**config.mk**
```make
export PLATFORM = sky130hd
export DESIGN_NAME = tm2_timer
export DESIGN_NICKNAME = d
export VERILOG_FILES = /design/src/hdl/tm2_prescaler.v /design/src/hdl/tm2_timer.v
export VERILOG_INCLUDE_DIRS = /design/src /design/src/hdl
export SDC_FILE = /design/constraint.sdc
export NUM_CORES = 1
export LEC_CHECK = 0
export BUFFER_PORTS_ARGS = -buffer_cell sky130_fd_sc_hd__buf_2
export CORE_ASPECT_RATIO = 0.8
export CORE_MARGIN = 2
export CORE_UTILIZATION = 50
export CTS_CLUSTER_SIZE = 12
export DETAILED_ROUTE_END_ITERATION = 7
export MAX_ROUTING_LAYER = met4
export PLACE_DENSITY = 0.73
export SYNTH_ARGS = -nofsm -noshare
export SYNTH_HDL_FRONTEND = slang
export SYNTH_SLANG_ARGS = --single-unit
```
**constraint.sdc**
```tcl
create_clock -name clock_in -period 5.8 [get_ports clock_in]
set_input_delay 0 -clock clock_in [delete_from_list [all_inputs] [get_ports clock_in]]
set_output_delay 0 -clock clock_in [all_outputs]
set_load 0.03 [all_outputs]
```
**src/hdl/tm2_defines.vh**
```
// register offsets, field positions, reset values and encodings of timer 2
`ifndef TM2_DEFINES_VH
`define TM2_DEFINES_VH
`define TM2_OFF_IRQ_FLAGS 8'h37
`define TM2_OFF_IRQ_MASK 8'h70
`define TM2_OFF_CONTROL_A 8'hb0
`define TM2_OFF_CONTROL_B 8'hb1
`define TM2_OFF_COUNT_VALUE 8'hb2
`define TM2_OFF_COMPARE_A 8'hb3
`define TM2_OFF_COMPARE_B 8'hb4
`define TM2_RESET_BYTE 8'h00
`define TM2_MAX 8'hff
`define TM2_BOTTOM 8'h00
`define TM2_ONE 8'h01
`define TM2_BIT_FORCE_A 7
`define TM2_BIT_FORCE_B 6
`define TM2_BIT_WAVE2 3
`define TM2_BIT_CB_IRQ 2
`define TM2_BIT_CA_IRQ 1
`define TM2_BIT_OVF_IRQ 0
`define TM2_FLD_OM_A 7:6
`define TM2_FLD_OM_B 5:4
`define TM2_FLD_WAVE_LOW 1:0
`define TM2_FLD_CLK_SEL 2:0
`define TM2_FLD_IRQ 2:0
`define TM2_TAP8_MSB 2
`define TM2_TAP32_MSB 4
`define TM2_TAP64_MSB 5
`define TM2_TAP128_MSB 6
`define TM2_TAP256_MSB 7
`define TM2_TAP1024_MSB 9
`define TM2_MODE_NORMAL 3'h0
`define TM2_MODE_PC_FF 3'h1
`define TM2_MODE_CTC 3'h2
`define TM2_MODE_FAST_FF 3'h3
`define TM2_MODE_RSV4 3'h4
`define TM2_MODE_PC_CA 3'h5
`define TM2_MODE_RSV6 3'h6
`define TM2_MODE_FAST_CA 3'h7
`define TM2_OM_OFF 2'h0
`define TM2_OM_TOGGLE 2'h1
`define TM2_OM_CLEAR 2'h2
`define TM2_OM_SET 2'h3
`define TM2_CS_STOP 3'h0
`define TM2_CS_DIV1 3'h1
`define TM2_CS_DIV8 3'h2
`define TM2_CS_DIV32 3'h3
`define TM2_CS_DIV64 3'h4
`define TM2_CS_DIV128 3'h5
`define TM2_CS_DIV256 3'h6
`define TM2_CS_DIV1024 3'h7
`define TM2_PRESCALE_W 10
`endif

```
**src/hdl/tm2_prescaler.v**
```verilog
// free-running prescaler that turns a clock select into a one-cycle count tick
`timescale 1ns/1ps
`include "tm2_defines.vh"
module tm2_prescaler #(
    parameter WIDTH = `TM2_PRESCALE_W
) (
    input wire clock_in,
    input wire nrst_in,
    input wire ce_in,
    input wire [2:0] clock_select_in,
    output reg tick_out
);
    reg [WIDTH-1:0] div_count;
    reg next_tick;
    wire [WIDTH-1:0] div_plus = div_count + {{(WIDTH-1){1'b0}}, 1'b1};

    // a tap ticks when all bits below it are ones, i.e. once per 2^n clocks
    always @* begin
        case (clock_select_in)
            `TM2_CS_STOP: next_tick = 1'b0;
            `TM2_CS_DIV1: next_tick = 1'b1;
            `TM2_CS_DIV8: next_tick = &div_count[`TM2_TAP8_MSB:0];
            `TM2_CS_DIV32: next_tick = &div_count[`TM2_TAP32_MSB:0];
            `TM2_CS_DIV64: next_tick = &div_count[`TM2_TAP64_MSB:0];
            `TM2_CS_DIV128: next_tick = &div_count[`TM2_TAP128_MSB:0];
            `TM2_CS_DIV256: next_tick = &div_count[`TM2_TAP256_MSB:0];
            `TM2_CS_DIV1024: next_tick = &div_count[`TM2_TAP1024_MSB:0];
            default: next_tick = 1'b0;
        endcase
    end

    // the divider runs regardless of the select, so taps stay in phase
    always @(posedge clock_in) begin
        if (!nrst_in) begin
            div_count <= {WIDTH{1'b0}};
            tick_out <= 1'b0;
        end else if (ce_in) begin
            div_count <= div_plus;
            tick_out <= next_tick;
        end
    end
endmodule

```
**src/hdl/tm2_timer.v**
```verilog
// 8-bit timer 2 with two compare channels, waveform modes and register port
`timescale 1ns/1ps
`include "tm2_defines.vh"
module tm2_timer #(
    parameter PRESCALE_W = `TM2_PRESCALE_W
) (
    input wire clock_in,
    input wire nrst_in,
    input wire ce_in,
    input wire [7:0] addr_in,
    input wire [7:0] wdata_in,
    input wire wr_in,
    input wire rd_in,
    input wire global_irq_en_in,
    input wire ack_ovf_in,
    input wire ack_compare_a_in,
    input wire ack_compare_b_in,
    output reg [7:0] rdata_out,
    output reg wave_out_a_out,
    output reg wave_out_b_out,
    output reg wave_en_a_out,
    output reg wave_en_b_out,
    output reg irq_ovf_out,
    output reg irq_compare_a_out,
    output reg irq_compare_b_out
);
    reg [1:0] out_mode_a;
    reg [1:0] out_mode_b;
    reg [1:0] wave_mode_low_bits;
    reg wave_mode_bit2;
    reg [2:0] clock_select_field;
    reg [7:0] tmr2_count_value;
    reg [7:0] tmr2_compare_a;
    reg [7:0] tmr2_compare_b;
    reg [7:0] compare_a_value;
    reg [7:0] compare_b_value;
    reg [2:0] tmr2_irq_mask;
    reg compare_a_flag;
    reg compare_b_flag;
    reg overflow_flag;
    reg count_down;
    reg block_match;
    reg wave_a;
    reg wave_b;
    wire tick;

    // the tick is registered, so a new clock select acts one cycle later
    tm2_prescaler #(
        .WIDTH(PRESCALE_W)
    ) u_prescaler (
        .clock_in(clock_in),
        .nrst_in(nrst_in),
        .ce_in(ce_in),
        .clock_select_in(clock_select_field),
        .tick_out(tick)
    );

    // mode decode
    wire [2:0] mode = {wave_mode_bit2, wave_mode_low_bits};
    wire reserved = (mode == `TM2_MODE_RSV4) || (mode == `TM2_MODE_RSV6);
    wire phase_pwm = (mode == `TM2_MODE_PC_FF) || (mode == `TM2_MODE_PC_CA);
    wire fast_pwm = (mode == `TM2_MODE_FAST_FF) || (mode == `TM2_MODE_FAST_CA);
    wire non_pwm = (mode == `TM2_MODE_NORMAL) || (mode == `TM2_MODE_CTC);
    wire top_is_a = (mode == `TM2_MODE_CTC) || (mode == `TM2_MODE_PC_CA) ||
                    (mode == `TM2_MODE_FAST_CA);
    wire [7:0] top_value = top_is_a ? compare_a_value : `TM2_MAX;

    // register port decode
    wire wr_ctl_a = wr_in && (addr_in == `TM2_OFF_CONTROL_A);
    wire wr_ctl_b = wr_in && (addr_in == `TM2_OFF_CONTROL_B);
    wire wr_cnt = wr_in && (addr_in == `TM2_OFF_COUNT_VALUE);
    wire wr_cmp_a = wr_in && (addr_in == `TM2_OFF_COMPARE_A);
    wire wr_cmp_b = wr_in && (addr_in == `TM2_OFF_COMPARE_B);
    wire wr_mask = wr_in && (addr_in == `TM2_OFF_IRQ_MASK);
    wire wr_flags = wr_in && (addr_in == `TM2_OFF_IRQ_FLAGS);

    // write data fields, named once so their positions live in the header
    wire [1:0] wd_out_mode_a = wdata_in[`TM2_FLD_OM_A];
    wire [1:0] wd_out_mode_b = wdata_in[`TM2_FLD_OM_B];
    wire [1:0] wd_wave_low = wdata_in[`TM2_FLD_WAVE_LOW];
    wire [2:0] wd_clk_sel = wdata_in[`TM2_FLD_CLK_SEL];
    wire [2:0] wd_irq_mask = wdata_in[`TM2_FLD_IRQ];

    // force strobes act only in non-pwm modes; software keeps them zero otherwise
    wire force_a = wr_ctl_b && wdata_in[`TM2_BIT_FORCE_A] && non_pwm;
    wire force_b = wr_ctl_b && wdata_in[`TM2_BIT_FORCE_B] && non_pwm;

    // compares only count on a timer tick, and not the tick right after a counter write
    wire live = ce_in && tick && !reserved;
    wire match_a = live && !block_match && (tmr2_count_value == compare_a_value);
    wire match_b = live && !block_match && (tmr2_count_value == compare_b_value);
    wire at_top = tmr2_count_value == top_value;
    wire at_bottom = tmr2_count_value == `TM2_BOTTOM;

    // next counter value and direction per mode
    reg [7:0] next_count;
    reg next_down;
    reg ovf_event;
    reg buf_update;
    always @* begin
        next_count = tmr2_count_value;
        next_down = count_down;
        ovf_event = 1'b0;
        buf_update = 1'b0;
        if (live) begin
            if (phase_pwm) begin
                // direction turns at top and bottom; overflow on the turn at bottom
                if (at_top && at_bottom) begin
                    // a top of zero leaves nowhere to turn, so hold instead of wrapping to max
                    next_count = tmr2_count_value;
                end else if (!count_down && at_top) begin
                    next_down = 1'b1;
                    next_count = tmr2_count_value - `TM2_ONE;
                    buf_update = 1'b1;
                end else if (count_down && at_bottom) begin
                    next_down = 1'b0;
                    next_count = tmr2_count_value + `TM2_ONE;
                    ovf_event = 1'b1;
                end else if (count_down) begin
                    next_count = tmr2_count_value - `TM2_ONE;
                end else begin
                    next_count = tmr2_count_value + `TM2_ONE;
                end
            end else begin
                next_down = 1'b0;
                next_count = at_top ? `TM2_BOTTOM : tmr2_count_value + `TM2_ONE;
                if (mode == `TM2_MODE_FAST_CA)
                    ovf_event = at_top;
                else
                    ovf_event = (tmr2_count_value == `TM2_MAX);
                buf_update = fast_pwm && at_top;
            end
        end
    end

    // waveform channels; pwm modes follow their own set/clear pairs
    reg next_wave_a;
    reg next_wave_b;
    always @* begin
        next_wave_a = wave_a;
        next_wave_b = wave_b;
        if (non_pwm) begin
            if (match_a || force_a) begin
                case (out_mode_a)
                    `TM2_OM_TOGGLE: next_wave_a = !wave_a;
                    `TM2_OM_CLEAR: next_wave_a = 1'b0;
                    `TM2_OM_SET: next_wave_a = 1'b1;
                    default: next_wave_a = wave_a;
                endcase
            end
            if (match_b || force_b) begin
                case (out_mode_b)
                    `TM2_OM_TOGGLE: next_wave_b = !wave_b;
                    `TM2_OM_CLEAR: next_wave_b = 1'b0;
                    `TM2_OM_SET: next_wave_b = 1'b1;
                    default: next_wave_b = wave_b;
                endcase
            end
        end else if (fast_pwm && live) begin
            // set/clear at bottom wins over a match equal to top
            if (at_top && out_mode_a[1])
                next_wave_a = !out_mode_a[0];
            else if (match_a && out_mode_a[1])
                next_wave_a = out_mode_a[0];
            else if (match_a && out_mode_a == `TM2_OM_TOGGLE && wave_mode_bit2)
                next_wave_a = !wave_a;
            if (at_top && out_mode_b[1])
                next_wave_b = !out_mode_b[0];
            else if (match_b && out_mode_b[1])
                next_wave_b = out_mode_b[0];
        end else if (phase_pwm) begin
            if (match_a && out_mode_a[1])
                next_wave_a = out_mode_a[0] ^ count_down;
            else if (match_a && out_mode_a == `TM2_OM_TOGGLE && wave_mode_bit2)
                next_wave_a = !wave_a;
            if (match_b && out_mode_b[1])
                next_wave_b = out_mode_b[0] ^ count_down;
        end
    end

    // control and mask registers
    always @(posedge clock_in) begin
        if (!nrst_in) begin
            out_mode_a <= `TM2_OM_OFF;
            out_mode_b <= `TM2_OM_OFF;
            wave_mode_low_bits <= 2'h0;
            wave_mode_bit2 <= 1'b0;
            clock_select_field <= `TM2_CS_STOP;
            tmr2_irq_mask <= 3'h0;
        end else if (ce_in) begin
            if (wr_ctl_a) begin
                out_mode_a <= wd_out_mode_a;
                out_mode_b <= wd_out_mode_b;
                wave_mode_low_bits <= wd_wave_low;
            end
            // force bits are strobes and are never stored
            if (wr_ctl_b) begin
                wave_mode_bit2 <= wdata_in[`TM2_BIT_WAVE2];
                clock_select_field <= wd_clk_sel;
            end
            if (wr_mask)
                tmr2_irq_mask <= wd_irq_mask;
        end
    end

    // compare registers and their buffers; software reads back the written value
    always @(posedge clock_in) begin
        if (!nrst_in) begin
            tmr2_compare_a <= `TM2_RESET_BYTE;
            tmr2_compare_b <= `TM2_RESET_BYTE;
            compare_a_value <= `TM2_RESET_BYTE;
            compare_b_value <= `TM2_RESET_BYTE;
        end else if (ce_in) begin
            if (wr_cmp_a)
                tmr2_compare_a <= wdata_in;
            if (wr_cmp_b)
                tmr2_compare_b <= wdata_in;
            // double buffer is transparent outside pwm, so a write there acts at once
            if (!(phase_pwm || fast_pwm) || buf_update) begin
                compare_a_value <= wr_cmp_a ? wdata_in : tmr2_compare_a;
                compare_b_value <= wr_cmp_b ? wdata_in : tmr2_compare_b;
            end
        end
    end

    // counter, direction, match blocker and waveform levels
    always @(posedge clock_in) begin
        if (!nrst_in) begin
            tmr2_count_value <= `TM2_RESET_BYTE;
            count_down <= 1'b0;
            block_match <= 1'b0;
            wave_a <= 1'b0;
            wave_b <= 1'b0;
        end else if (ce_in) begin
            // a software write beats the tick and arms the match blocker
            if (wr_cnt) begin
                tmr2_count_value <= wdata_in;
                block_match <= 1'b1;
            end else begin
                tmr2_count_value <= next_count;
                if (live)
                    block_match <= 1'b0;
            end
            // direction and levels follow the per-mode next values
            count_down <= next_down;
            wave_a <= next_wave_a;
            wave_b <= next_wave_b;
        end
    end

    // flags: hardware set wins over any clear in the same cycle; force never sets
    always @(posedge clock_in) begin
        if (!nrst_in) begin
            compare_a_flag <= 1'b0;
            compare_b_flag <= 1'b0;
            overflow_flag <= 1'b0;
        end else if (ce_in) begin
            // channel a: a real match sets, a taken vector or a written one clears
            if (match_a)
                compare_a_flag <= 1'b1;
            else if (ack_compare_a_in || (wr_flags && wdata_in[`TM2_BIT_CA_IRQ]))
                compare_a_flag <= 1'b0;
            // channel b: same scheme as channel a
            if (match_b)
                compare_b_flag <= 1'b1;
            else if (ack_compare_b_in || (wr_flags && wdata_in[`TM2_BIT_CB_IRQ]))
                compare_b_flag <= 1'b0;
            // overflow: the event point depends on the mode
            if (ovf_event)
                overflow_flag <= 1'b1;
            else if (ack_ovf_in || (wr_flags && wdata_in[`TM2_BIT_OVF_IRQ]))
                overflow_flag <= 1'b0;
        end
    end

    // read mux; force bits always read zero
    // reads outside the strobe return zero so stale data never looks fresh
    reg [7:0] next_rdata;
    always @* begin
        next_rdata = 8'h00;
        case (addr_in)
            `TM2_OFF_CONTROL_A: next_rdata = {out_mode_a, out_mode_b, 2'h0, wave_mode_low_bits};
            `TM2_OFF_CONTROL_B: next_rdata = {4'h0, wave_mode_bit2, clock_select_field};
            `TM2_OFF_COUNT_VALUE: next_rdata = tmr2_count_value;
            `TM2_OFF_COMPARE_A: next_rdata = tmr2_compare_a;
            `TM2_OFF_COMPARE_B: next_rdata = tmr2_compare_b;
            `TM2_OFF_IRQ_MASK: next_rdata = {5'h00, tmr2_irq_mask};
            `TM2_OFF_IRQ_FLAGS: next_rdata = {5'h00, compare_b_flag, compare_a_flag, overflow_flag};
            default: next_rdata = 8'h00;
        endcase
    end

    // interrupt requests and pin enables ahead of the output registers
    // a masked flag stays pending and raises its line as soon as it is unmasked
    wire req_ovf = overflow_flag && tmr2_irq_mask[`TM2_BIT_OVF_IRQ] && global_irq_en_in;
    wire req_compare_a = compare_a_flag && tmr2_irq_mask[`TM2_BIT_CA_IRQ] && global_irq_en_in;
    wire req_compare_b = compare_b_flag && tmr2_irq_mask[`TM2_BIT_CB_IRQ] && global_irq_en_in;
    wire pin_en_a = out_mode_a != `TM2_OM_OFF;
    wire pin_en_b = out_mode_b != `TM2_OM_OFF;

    // registered outputs; interrupt lines are one cycle behind their flags
    always @(posedge clock_in) begin
        if (!nrst_in) begin
            rdata_out <= 8'h00;
            wave_out_a_out <= 1'b0;
            wave_out_b_out <= 1'b0;
            wave_en_a_out <= 1'b0;
            wave_en_b_out <= 1'b0;
            irq_ovf_out <= 1'b0;
            irq_compare_a_out <= 1'b0;
            irq_compare_b_out <= 1'b0;
        end else if (ce_in) begin
            rdata_out <= rd_in ? next_rdata : 8'h00;
            wave_out_a_out <= wave_a;
            wave_out_b_out <= wave_b;
            wave_en_a_out <= pin_en_a;
            wave_en_b_out <= pin_en_b;
            irq_ovf_out <= req_ovf;
            irq_compare_a_out <= req_compare_a;
            irq_compare_b_out <= req_compare_b;
        end
    end
endmodule

```
==> results_dict.tcl, run 1 <==
set metrics [dict create \
    status "completed" \
    cp_num_buf_inv 1 \
    totalPowerFinal_mw 1.31 \
    layout.nets 672 \
    proportion_of_synthesized_chip_area_in_sequential_cells_pct 33.5 \
    internal_power_mw 0.973 \
    area_growth_syn_to_layout_pct 9.75 \
    crit_slowest_cell "sky130_fd_sc_hd__dfxtp_1" \
    post-route-min-period_ns 3.22 \
    share_seq_of_total_power_pct 46.8 \
    vdd.ir_drop.worst_mv 0.166 \
    tritoncts_num_sinks 86 \
    syn-mean-instance-area_um2 8.14 \
    vias_per_cell 6.20 \
    ys.flop_type "sky130_fd_sc_hd__dfxtp_1" \
    synth_cell_type_count 71 \
    dominant_combinational_cell_family_by_area_after_synthesis "simple AND/OR/NAND/NOR gates" \
    setup_tns_ns 0 \
    hold_class "input pin to flip-flop" \
    finClkSkew_ns 0.00525 \
    critical_path_required_ns 5.97 \
    timing.final.max_slew_violations 0 \
    gr-usage-all-layers_pct 28.8 \
    slowest_delay_ns 0.62 \
    worst_hold_startpoint "ack_compare_a_in" \
    worst-r2r-setup-slack_ns 2.58 \
    floorplan.core_area_um2 10100 \
    path_clk_slew_ns 0.06 \
    reg2reg_depth 7 \
    top_level_ports 40 \
    setup.worst_path.class "flip-flop to flip-flop" \
    clkPwrFrac_pct 44.5 \
    port_buffers 39 \
    path_depth 7 \
    max_freq_mhz 310 \
    cts.root.buffer_cell "sky130_fd_sc_hd__clkbuf_16" \
    post_synth_instance_area_um2 5130 \
    tightestPinTransition_ns 1.21 \
    initial_utilization_pct 50.8 \
    grt_setup_unrepaired "no" \
    combPwrFrac_pct 8.7 \
    timing.final.crit_share_pct 55.6 \
    synth_enable_flop_cells 0 \
    timing.max_cap.violations 0 \
    critical_register_to_register_path_endpoint "tmr2_count_value[1]$_SDFFE_PN0P_" \
    die_h_um 94.6 \
    tritoncts.num_buffers 9 \
    number_of_endpoints_failing_setup_at_the_final_stage 0 \
    route.final.wire_length_mm 15.2 \
    detail_route.first_pass.iterations 5 \
    synthArstFlopShare_pct 0 \
    hold_ws_ns 0.00985 \
    timing_hold_violations_final 0 \
    worstHoldPathCells 4 \
    whs_endpoint "compare_a_flag$_SDFFE_PN0P_" \
    fp.dieArea_um2 11100 \
    cp.arrival_ns 3.39 \
    timing.critical_path.cells "inv_1 > a2111oi_2 > nand2_1 > a21oi_1 > a41oi_1 > o21ai_0 > a31oi_1" \
    initialDrtViolationCount 514 \
    drc_errors 0 \
    share_of_layout_cells_above_drive_strength_1_pct 13.8 \
    synth.ff_latch_count 86 \
    synthXorXnorAreaFrac_pct 3.24 \
    power.switching_mw 0.333 \
    rows 33 \
    grt_pass1_wl_mm 24.5 \
    number_of_global_route_vias_before_repair 4602 \
    synth.net_count 661 \
    synthesis.yosys.warnings 0 \
    clock_tree_from_tritoncts "built" \
    synth.area.mux_share_pct 9.80 \
    synth-compound-area-share_pct 20.5 \
    critical_path.startpoint_type "flip-flop" \
    hpwl_mm 10.8 \
    postRouteAntennaNets 0 \
    ctsHtreeMaxLevel 3 \
    antennaDiodeCount 0 \
    cts.repair_timing.setup_buffer_count 0 \
    sw_share_pct 25.5 \
    critical_path_s_top_delay_family "compound AO/OA/AOI/OAI gates" \
    synth_cells 631 \
    grt_max_degree 79 \
    cts_hold_repair.buffers 1 \
    synth_simple_gate_area_share_pct 26.5 \
    most-common-layout-cells "sky130_fd_sc_hd__nor2_1, sky130_fd_sc_hd__dfxtp_1, sky130_fd_sc_hd__nand2_1, sky130_fd_sc_hd__mux2i_1, sky130_fd_sc_hd__buf_2" \
    worstPathMaxFanout 15 \
    route.detailed.wl_per_inst_um 19.3 \
    layout.cells.most_common "sky130_fd_sc_hd__nor2_1" \
    cellPowerDensity_nw_per_um2 232 \
    number_of_antenna_violations_at_the_first_check_in_global_routing 0 \
    synthAdderAreaFrac_pct 1.22 \
    postCtsResizedCells 0 \
    gp_congestion 0.974 \
    detailroute.via_count 4876 \
    r2r_start "tmr2_count_value[3]$_SDFFE_PN0P_" \
    p_leak_nw 2.27 \
    timing.slew.headroom_pct 18.5 \
    clkLatencyLatePin_ns 0.35 \
    fp.dieW_um 117 \
    clock_tree.buffer_depth 2 \
    setup.worst_path.end_class "flip-flop" \
    gr_ovfl_total 0 \
]
## cells in the mapped netlist (3+ instances only)
cell type / count / area, um2
sky130_fd_sc_hd__a211oi_1: 10 / 75.1
sky130_fd_sc_hd__o21a_1: 3 / 22.5
sky130_fd_sc_hd__nand3_1: 27 / 135
sky130_fd_sc_hd__clkbuf_1: 25 / 93.8
sky130_fd_sc_hd__a21o_1: 3 / 22.5
sky130_fd_sc_hd__nor3_1: 10 / 50.1
sky130_fd_sc_hd__mux2i_1: 48 / 480
sky130_fd_sc_hd__nand4_1: 11 / 68.8
sky130_fd_sc_hd__o21ai_0: 17 / 85.1
sky130_fd_sc_hd__a31oi_1: 11 / 68.8
sky130_fd_sc_hd__buf_2: 11 / 55.1
sky130_fd_sc_hd__nand2_1: 58 / 218
sky130_fd_sc_hd__a2bb2oi_1: 5 / 43.8
sky130_fd_sc_hd__o211ai_1: 4 / 30.0
sky130_fd_sc_hd__nand2b_1: 5 / 31.3
sky130_fd_sc_hd__buf_4: 4 / 30.0
sky130_fd_sc_hd__nor4_4: 3 / 63.8
sky130_fd_sc_hd__o31ai_1: 3 / 22.5
sky130_fd_sc_hd__nor4_1: 6 / 37.5
sky130_fd_sc_hd__a311oi_1: 5 / 43.8
sky130_fd_sc_hd__or2_2: 5 / 31.3
sky130_fd_sc_hd__nor2_1: 99 / 372
sky130_fd_sc_hd__ha_1: 5 / 62.6
sky130_fd_sc_hd__xnor2_1: 7 / 61.3
sky130_fd_sc_hd__dfxtp_1: 86 / 1720
sky130_fd_sc_hd__xor2_1: 12 / 105
sky130_fd_sc_hd__a221oi_1: 6 / 52.6
sky130_fd_sc_hd__a211oi_2: 5 / 62.6
sky130_fd_sc_hd__inv_1: 17 / 63.8
sky130_fd_sc_hd__and3_1: 7 / 43.8
sky130_fd_sc_hd__buf_1: 3 / 11.3
sky130_fd_sc_hd__nand4b_1: 3 / 26.3
sky130_fd_sc_hd__nor2b_1: 12 / 75.1
sky130_fd_sc_hd__a21oi_1: 32 / 160
sky130_fd_sc_hd__a22oi_1: 5 / 37.5
sky130_fd_sc_hd__a311oi_2: 6 / 90.1
sky130_fd_sc_hd__and2_1: 6 / 37.5
sky130_fd_sc_hd__a2111oi_2: 3 / 45.0
## area by class of cell
| class | count | area [um2] |
|---|---|---|
| multi-input combinational | 483 | 3140 |
| clock buffer | 11 | 233 |
| fill | 939 | 4480 |
| timing repair buffer | 44 | 235 |
| tap | 140 | 175 |
| sequential | 86 | 1720 |
| clock inverter | 5 | 58.8 |
| inverter | 18 | 67.6 |
## power groups by stage
stage | Combinational (mW) | Sequential [mW] | Clock (mW)
after floorplan | 0.0806 | 0.620 | 0
final | 0.114 | 0.611 | 0.581
after global placement | 0.109 | 0.624 | 0
after CTS | 0.112 | 0.611 | 0.583
after detailed placement | 0.111 | 0.624 | 0
after global routing | 0.124 | 0.612 | 0.608
## sequential cells by signal (all words and copies together), names as in the netlist, 2 cells and up
signal	count
u_prescaler.div_count	10
compare_a_value	8
compare_b_value	8
rdata_out	8
tmr2_compare_a	8
tmr2_compare_b	8
tmr2_count_value	8
clock_select_field	3
tmr2_irq_mask	3
out_mode_a	2
out_mode_b	2
wave_mode_low_bits	2
## worst max-delay path by stage
stage	startpoint	end	slack [ns]
finish	tmr2_count_value[3]$_SDFFE_PN0P_	tmr2_count_value[1]$_SDFFE_PN0P_	2.58
global route	tmr2_count_value[3]$_SDFFE_PN0P_	tmr2_count_value[1]$_SDFFE_PN0P_	2.23
CTS	tmr2_count_value[3]$_SDFFE_PN0P_	tmr2_count_value[1]$_SDFFE_PN0P_	2.70
detailed placement	tmr2_count_value[3]$_SDFFE_PN0P_	tmr2_count_value[1]$_SDFFE_PN0P_	2.71
global placement	tmr2_count_value[3]$_SDFFE_PN0P_	compare_b_value[5]$_SDFFE_PN0P_	2.93
floorplan	tmr2_count_value[0]$_SDFFE_PN0P_	tmr2_count_value[4]$_SDFFE_PN0P_	3.45
## logic make-up after synthesis
logic type,count (synthesis)
buf+inv,62
flops,86
fa+ha+maj,5
compound gates,140
xor+xnor,19
simple gates,269
mux,50
## worst min-delay path: cells and delay by family
kind / cells / cell delay (ns)
compound gates: 3 / 0.22
buf+inv: 1 / 0.08
## through the flow
stage          setup WS (ns)  std cells  instance area, um2  utilization (%)
2_1_floorplan           3.45        631                5130                -
3_3_place_gp            2.93        770                5330             52.7
3_5_place_dp            2.71        770                5330             52.7
4_1_cts                 2.70        787                5640             55.7
5_1_grt                 2.23        787                5640             55.7
6_report                2.58        787                5640             55.7
## per-layer routing
layer,vias to the layer above,global-route usage [%],wire length (um)
met4,0,9.04,289
met2,196,43.2,6810
met1,2344,39.1,6960
met5,-,-,0
met3,26,5.86,1140
li1,2310,-,-
(Power assumes the default switching activity.)
==> run 2: changes to the inputs <==
- ABC_AREA: unset -> 1
- clock period: 5.8 -> 3.12 ns (I/O delays scaled with it)
==> run 2 against run 1 <==
Critical path depth up 6. Non-clock buffer count is 3 higher. Highest routed layer unchanged. Cell area grew 3.0%. Wire length rose by 3.1%. Combinational power increased to 2.6 times the previous value. Critical path type unchanged. Clock skew barely moved. Via count is 11% higher. Synthesized area is 1.9% higher. Register-to-register slack got worse by 2.0 ns. Critical endpoint is now compare_a_value[2]$_SDFFE_PN0P_. Setup slack got worse by 2.0 ns. Cell count up 24%.
==> results_dict.tcl, run 2 <==
set metrics [dict create \
    synth_enable_flop_cells 0 \
    cts.root.buffer_cell "sky130_fd_sc_hd__clkbuf_16" \
    number_of_global_route_vias_before_repair 4924 \
    p_leak_nw 2.69 \
    vdd.ir_drop.worst_mv 0.343 \
    proportion_of_synthesized_chip_area_in_sequential_cells_pct 32.9 \
    grt_max_degree 52 \
    timing.critical_path.cells "inv_2 > nand2_1 > nand2_1 > nor2_4 > nand2_2 > nor2_8 > nand3_4 > nand2_2 > nand3_2 > nor2_8 > inv_2 > nand2_1 > a21oi_2" \
    fp.dieArea_um2 11300 \
    num-fill-cells 1031 \
    gr_ovfl_total 0 \
    post_synth_instance_area_um2 5230 \
    tritoncts.num_buffers 9 \
    number_of_antenna_violations_at_the_first_check_in_global_routing 0 \
    route.detailed.wl_per_inst_um 16.1 \
    max_flop_register "u_prescaler.div_count" \
    rows 33 \
    setup_tns_ns 0 \
    final_cell_count_without_fillers 977 \
    route.final.wire_length_mm 15.7 \
    synthArstFlopShare_pct 0 \
    area_growth_syn_to_layout_pct 11.0 \
    synth.net_count 834 \
    vias_per_cell 5.55 \
    ctsHtreeMaxLevel 3 \
    tritoncts_num_sinks 86 \
    ys.flop_type "sky130_fd_sc_hd__dfxtp_1" \
    path_common_cell "sky130_fd_sc_hd__nand2_1" \
    layout.cells.most_common "sky130_fd_sc_hd__nand2_1" \
    path_clk_slew_ns 0.07 \
    layout.nets 862 \
    die_h_um 95.5 \
    port_buffers 39 \
    synth.ff_latch_count 86 \
    detail_route.first_pass.iterations 5 \
    antennaDiodeCount 0 \
    synth_cells 804 \
    gp_congestion 0.977 \
    cellPowerDensity_nw_per_um2 434 \
    synth_area_leaders "sky130_fd_sc_hd__dfxtp_1, sky130_fd_sc_hd__nand2_1, sky130_fd_sc_hd__inv_1" \
    setup.worst_path.end_class "flip-flop" \
    grt_setup_unrepaired "no" \
    netlist.top_cell.by_area "sky130_fd_sc_hd__dfxtp_1" \
    yosysTopAreaCellShare_pct 32.9 \
    clock_tree_from_tritoncts "built" \
    timing.max_cap.violations 0 \
    floorplan.core_area_um2 10200 \
    slowest_delay_ns 0.60 \
    fp.dieW_um 118 \
    cp.arrival_ns 2.74 \
    ff_latch_area_um2 1720 \
    synthMostInstantiatedCell "sky130_fd_sc_hd__nand2_1" \
    crit_slowest_cell "sky130_fd_sc_hd__dfxtp_1" \
    placedCellCount 958 \
    clock_tree.buffer_depth 2 \
    critical_path_s_top_delay_family "simple AND/OR/NAND/NOR gates" \
    timing_hold_violations_final 0 \
    setup.worst_path.class "flip-flop to flip-flop" \
    timing.final.crit_share_pct 80.2 \
    timing.final.max_slew_violations 0 \
    critical_path_required_ns 3.36 \
    share_of_layout_cells_above_drive_strength_1_pct 13.3 \
    hold_class "input pin to flip-flop" \
    finClkSkew_ns 0.00513 \
    postRouteAntennaNets 0 \
    largest_register_ffs 10 \
    drc_errors 0 \
    cts.repair_timing.setup_buffer_count 0 \
    max_freq_mhz 400 \
    multi_input_logic_area_um2 2900 \
    initialDrtViolationCount 543 \
    status "completed" \
    cp_num_buf_inv 2 \
    grt_pass1_wl_mm 25.2 \
    hpwl_mm 11.9 \
    postCtsResizedCells 0 \
    timing.slew.headroom_pct 38.3 \
    gr-usage-all-layers_pct 29.4 \
    clkLatencyLatePin_ns 0.34 \
    number_of_endpoints_failing_setup_at_the_final_stage 0 \
    syn-mean-instance-area_um2 6.51 \
    synth_cell_type_count 47 \
    post-route-min-period_ns 2.50 \
    netlist_top_cells_count "sky130_fd_sc_hd__nand2_1, sky130_fd_sc_hd__inv_1, sky130_fd_sc_hd__dfxtp_1" \
    critical_path.startpoint_type "flip-flop" \
    worstPathMaxFanout 25 \
    initial_utilization_pct 51.3 \
    tightestPinTransition_ns 0.919 \
    detailroute.via_count 5424 \
    top_level_ports 40 \
    most-common-layout-cells "sky130_fd_sc_hd__nand2_1, sky130_fd_sc_hd__inv_1, sky130_fd_sc_hd__dfxtp_1, sky130_fd_sc_hd__a21oi_1, sky130_fd_sc_hd__nor2_1" \
    synthesis.yosys.warnings 0 \
]
-- run 2: cell count changes after synthesis, moves of 13 or more --
cell,before,now
sky130_fd_sc_hd__nand2_1,58,191
sky130_fd_sc_hd__nor2_1,99,72
sky130_fd_sc_hd__a21oi_1,32,77
sky130_fd_sc_hd__o21ai_0,17,69
sky130_fd_sc_hd__mux2i_1,48,0
sky130_fd_sc_hd__inv_2,0,13
sky130_fd_sc_hd__o22ai_1,2,16
sky130_fd_sc_hd__inv_1,17,103
-- run 2: cell type report --
| cell class | instances | area share [%] |
|---|---|---|
| Tap cell | 140 | 3.02 |
| Clock inverter | 7 | 1.14 |
| Inverter | 119 | 7.78 |
| Clock buffer | 9 | 3.88 |
| Sequential cell | 86 | 29.6 |
| Multi-Input combinational cell | 569 | 50.0 |
| Timing Repair Buffer | 47 | 4.52 |
-- run 2: worst reg2reg max path: stages (launching register included) --
cell and delay, ns:
sky130_fd_sc_hd__dfxtp_1 0.60, sky130_fd_sc_hd__inv_2 0.14, sky130_fd_sc_hd__nand2_1 0.12, sky130_fd_sc_hd__nand2_1 0.10, sky130_fd_sc_hd__nor2_4 0.10, sky130_fd_sc_hd__nand2_2 0.09
sky130_fd_sc_hd__nor2_8 0.15, sky130_fd_sc_hd__nand3_4 0.17, sky130_fd_sc_hd__nand2_2 0.11, sky130_fd_sc_hd__nand3_2 0.14, sky130_fd_sc_hd__nor2_8 0.35, sky130_fd_sc_hd__inv_2 0.15
sky130_fd_sc_hd__nand2_1 0.11, sky130_fd_sc_hd__a21oi_2 0.06
-- run 2: layer usage --
layer  track usage (%)  routed length, um  up-vias
li1                  -                  -     2677
met1              39.7               7310     2494
met2              46.3               6900      229
met3              4.61               1220       24
met4              7.84                246        0
met5                 -                  0        -
-- run 2: stage by stage --
step           utilization, %  instance area (um2)  setup slack [ns]  hold WS, ns  total power, mW
2_1_floorplan               -                 5230              1.11        0.171             1.40
3_3_place_gp             53.8                 5490             0.706        0.342             1.47
3_5_place_dp             53.8                 5490             0.669        0.359             1.48
4_1_cts                  56.9                 5810             0.656      0.00582             2.54
5_1_grt                  56.9                 5810             0.438       0.0468             2.62
6_report                 56.9                 5810             0.618       0.0120             2.52
-- run 2: path summary, 6_finish.rpt --
check                                    from                               to  slack [ns]  cells after the start
min                                ack_ovf_in       overflow_flag$_SDFFE_PN0P_        0.01                      4
max          tmr2_count_value[6]$_SDFFE_PN0P_  compare_a_value[2]$_SDFFE_PN0P_        0.62                     13
max reg2reg  tmr2_count_value[6]$_SDFFE_PN0P_  compare_a_value[2]$_SDFFE_PN0P_        0.62                     13
min reg2reg         rdata_out[6]$_SDFFE_PN0P_        rdata_out[6]$_SDFFE_PN0P_        0.47                      2
-- run 2: cells by family (layout without fill, tap and decap cells) --
| kind of cell | Yosys count | in the layout | synth area share [%] |
|---|---|---|---|
| fa+ha+maj | 5 | 5 | 1.20 |
| flops | 86 | 86 | 32.9 |
| xor+xnor | 16 | 16 | 2.68 |
| simple gates | 340 | 340 | 28.7 |
| compound gates | 208 | 208 | 22.9 |
| buf+inv | 149 | 182 | 11.6 |
-- run 2: power by group --
part / internal, mW / switching, mW
Combinational: 0.0996 / 0.198
Sequential: 1.13 / 0.0341
Clock: 0.559 / 0.491
-- run 2: timing repair --
action | 4_1_cts | 5_1_grt
endpoints found under the setup margin | 0 | 0
hold endpoints to repair | 3 | 0
hold buffers | 3 | 0
==> run 3: changes to the inputs <==
- PLACE_DENSITY: 0.73 -> 0.76
- clock period: 3.12 -> 2.2 ns (I/O delays scaled with it)
==> run 3 against run 2 <==
Total power up 42%. Die area unchanged. Sequential power is 41% higher. Fmax rose by 20%. Via count fell by 1.9%. Utilization rose by 1.5 points. Critical path type unchanged. Largest power group unchanged. Highest routed layer unchanged.
==> results_dict.tcl, run 3 (same netlist as run 2, synthesis figures left out) <==
set metrics [dict create \
    status "completed" \
    vdd.ir_drop.worst_mv 0.548 \
    multi_input_logic_area_um2 2930 \
    critical_path.startpoint_type "flip-flop" \
    drc_errors 0 \
    worstHoldPathCells 4 \
    rows 33 \
    die_h_um 95.5 \
    route.final.wire_length_mm 14.3 \
    clock_tree_from_tritoncts "built" \
    post-route-min-period_ns 2.09 \
    gp_congestion 0.997 \
    cellPowerDensity_nw_per_um2 600 \
    most-common-layout-cells "sky130_fd_sc_hd__nand2_1, sky130_fd_sc_hd__inv_1, sky130_fd_sc_hd__dfxtp_1, sky130_fd_sc_hd__a21oi_1, sky130_fd_sc_hd__nor2_1" \
    gr_ovfl_total 0 \
    gr-usage-all-layers_pct 26.8 \
    number_of_global_route_vias_before_repair 4711 \
    worst_setup_path_startpoint "tmr2_count_value[0]$_SDFFE_PN0P_" \
    layout.cell_area.non_filler_um2 5960 \
    postRouteAntennaNets 0 \
    reg2reg_depth 13 \
    route.detailed.wl_per_inst_um 14.5 \
    p_leak_nw 2.77 \
    worstPathMaxFanout 17 \
    tritoncts.num_buffers 9 \
    ctsHtreeMaxLevel 3 \
    cts.repair_timing.setup_buffer_count 0 \
    setup.worst_path.end_class "flip-flop" \
    fp.dieW_um 118 \
    r2r_start "tmr2_count_value[0]$_SDFFE_PN0P_" \
    cp.arrival_ns 2.33 \
    tightestPinTransition_ns 0.555 \
    timing.slew.headroom_pct 62.9 \
    critical_register_to_register_path_endpoint "compare_b_value[1]$_SDFFE_PN0P_" \
    max_flop_register "u_prescaler.div_count" \
    finClkSkew_ns 0.00632 \
    floorplan.core_area_um2 10200 \
    ff_latch_area_um2 1720 \
    max_freq_mhz 478 \
    number_of_antenna_violations_at_the_first_check_in_global_routing 0 \
    top_level_ports 40 \
    placement.cell_area_um2 5600 \
    num-fill-cells 1011 \
    cts.root.buffer_cell "sky130_fd_sc_hd__clkbuf_16" \
    layout.nets 877 \
    grt_max_degree 52 \
    final_core_utilization_pct 58.4 \
    timing_hold_violations_final 0 \
    clock_tree.buffer_depth 2 \
    port_buffers 39 \
    whs_endpoint "compare_a_flag$_SDFFE_PN0P_" \
    antennaDiodeCount 0 \
    worst-r2r-setup-slack_ns 0.11 \
    fp.dieArea_um2 11300 \
    initialDrtViolationCount 483 \
    area_growth_syn_to_layout_pct 13.9 \
    initial_utilization_pct 51.3 \
    hold_ws_ns 0.0121 \
    tritoncts_num_sinks 86 \
    grt_pass1_wl_mm 23.5 \
    timing.max_cap.violations 0 \
    hold_class "input pin to flip-flop" \
    detail_route.first_pass.iterations 5 \
    setup.worst_path.class "flip-flop to flip-flop" \
    hpwl_mm 10.8 \
    share_of_layout_cells_above_drive_strength_1_pct 15.8 \
    path_clk_slew_ns 0.07 \
    timing.final.max_slew_violations 0 \
    number_of_endpoints_failing_setup_at_the_final_stage 0 \
    detailroute.via_count 5319 \
    critical_path_required_ns 2.43 \
    timing.final.crit_share_pct 95.1 \
    vias_per_cell 5.36 \
    layout.cells.most_common "sky130_fd_sc_hd__nand2_1" \
    clkLatencyLatePin_ns 0.34 \
    largest_register_ffs 10 \
    worst_hold_startpoint "ack_compare_a_in" \
]
-- run 3: changes by cell type in the layout (fill, tap and decap cells not counted), moves of 2 or more --
cell                      before  now
sky130_fd_sc_hd__buf_4         5   18
sky130_fd_sc_hd__dfxtp_1      86   84
sky130_fd_sc_hd__dfxtp_2       0    2
sky130_fd_sc_hd__nand2_1     191  188
sky130_fd_sc_hd__nand2_2      12   14
-- run 3: layer usage --
metal  share of wire, %  wire [um]  track usage (%)
met4                1.7        240             8.23
met1                 48       6840             37.6
met2                 42       5980             39.4
met5                  0          0                -
met3                9.0       1290             4.78
-- run 3: final cells by class --
class	count	share of cell area (%)
clock inverters	7	1.11
flip-flops and latches	86	28.9
clock buffers	9	3.78
inverters	119	7.62
repair buffers	61	6.38
multi-input cells	569	49.1
repair inverters	1	0.126
well taps	140	2.94
-- run 3: worst max path at each step --
stage,endpoint,depth (start not counted)
2_1_floorplan,compare_b_value[5]$_SDFFE_PN0P_,14
3_3_place_gp,compare_b_value[1]$_SDFFE_PN0P_,13
3_5_place_dp,compare_b_value[2]$_SDFFE_PN0P_,13
4_1_cts,compare_b_value[2]$_SDFFE_PN0P_,13
5_1_grt,compare_b_value[0]$_SDFFE_PN0P_,13
6_report,compare_b_value[1]$_SDFFE_PN0P_,13
-- run 3: what timing repair did --
action,in CTS,in global routing
hold buffers,3,0
setup endpoints to repair,0,24
resized for setup,0,12
hold endpoints to repair,4,0
-- run 3: where the power goes --
group,total (mW),internal [mW],switching (mW)
Clock,1.48,0.793,0.689
Sequential,1.65,1.61,0.0396
Combinational,0.445,0.154,0.292
Total,3.58,2.56,1.02
-- run 3: critical path, stage by stage (launching register included) --
cell and delay (ns):
sky130_fd_sc_hd__dfxtp_1 0.35, sky130_fd_sc_hd__inv_2 0.09, sky130_fd_sc_hd__ha_2 0.20, sky130_fd_sc_hd__inv_1 0.05, sky130_fd_sc_hd__nor2_2 0.09, sky130_fd_sc_hd__nand3_1 0.11, sky130_fd_sc_hd__nor2_2 0.14, sky130_fd_sc_hd__nand2_1 0.07
sky130_fd_sc_hd__nor2_1 0.09, sky130_fd_sc_hd__nand4_1 0.17, sky130_fd_sc_hd__nand3_2 0.19, sky130_fd_sc_hd__nor2_8 0.08, sky130_fd_sc_hd__buf_12 0.16, sky130_fd_sc_hd__o211a_1 0.20
-- run 3: through the flow --
step	total power [mW]	instances	TNS (ns)	setup WS, ns
6_report	3.58	992	0	0.108
5_1_grt	3.71	992	-0.0174	-0.00708
4_1_cts	3.58	991	0	0.0719
3_5_place_dp	2.11	972	0	0.0913
3_3_place_gp	2.11	972	0	0.123
2_1_floorplan	1.98	804	0	0.185
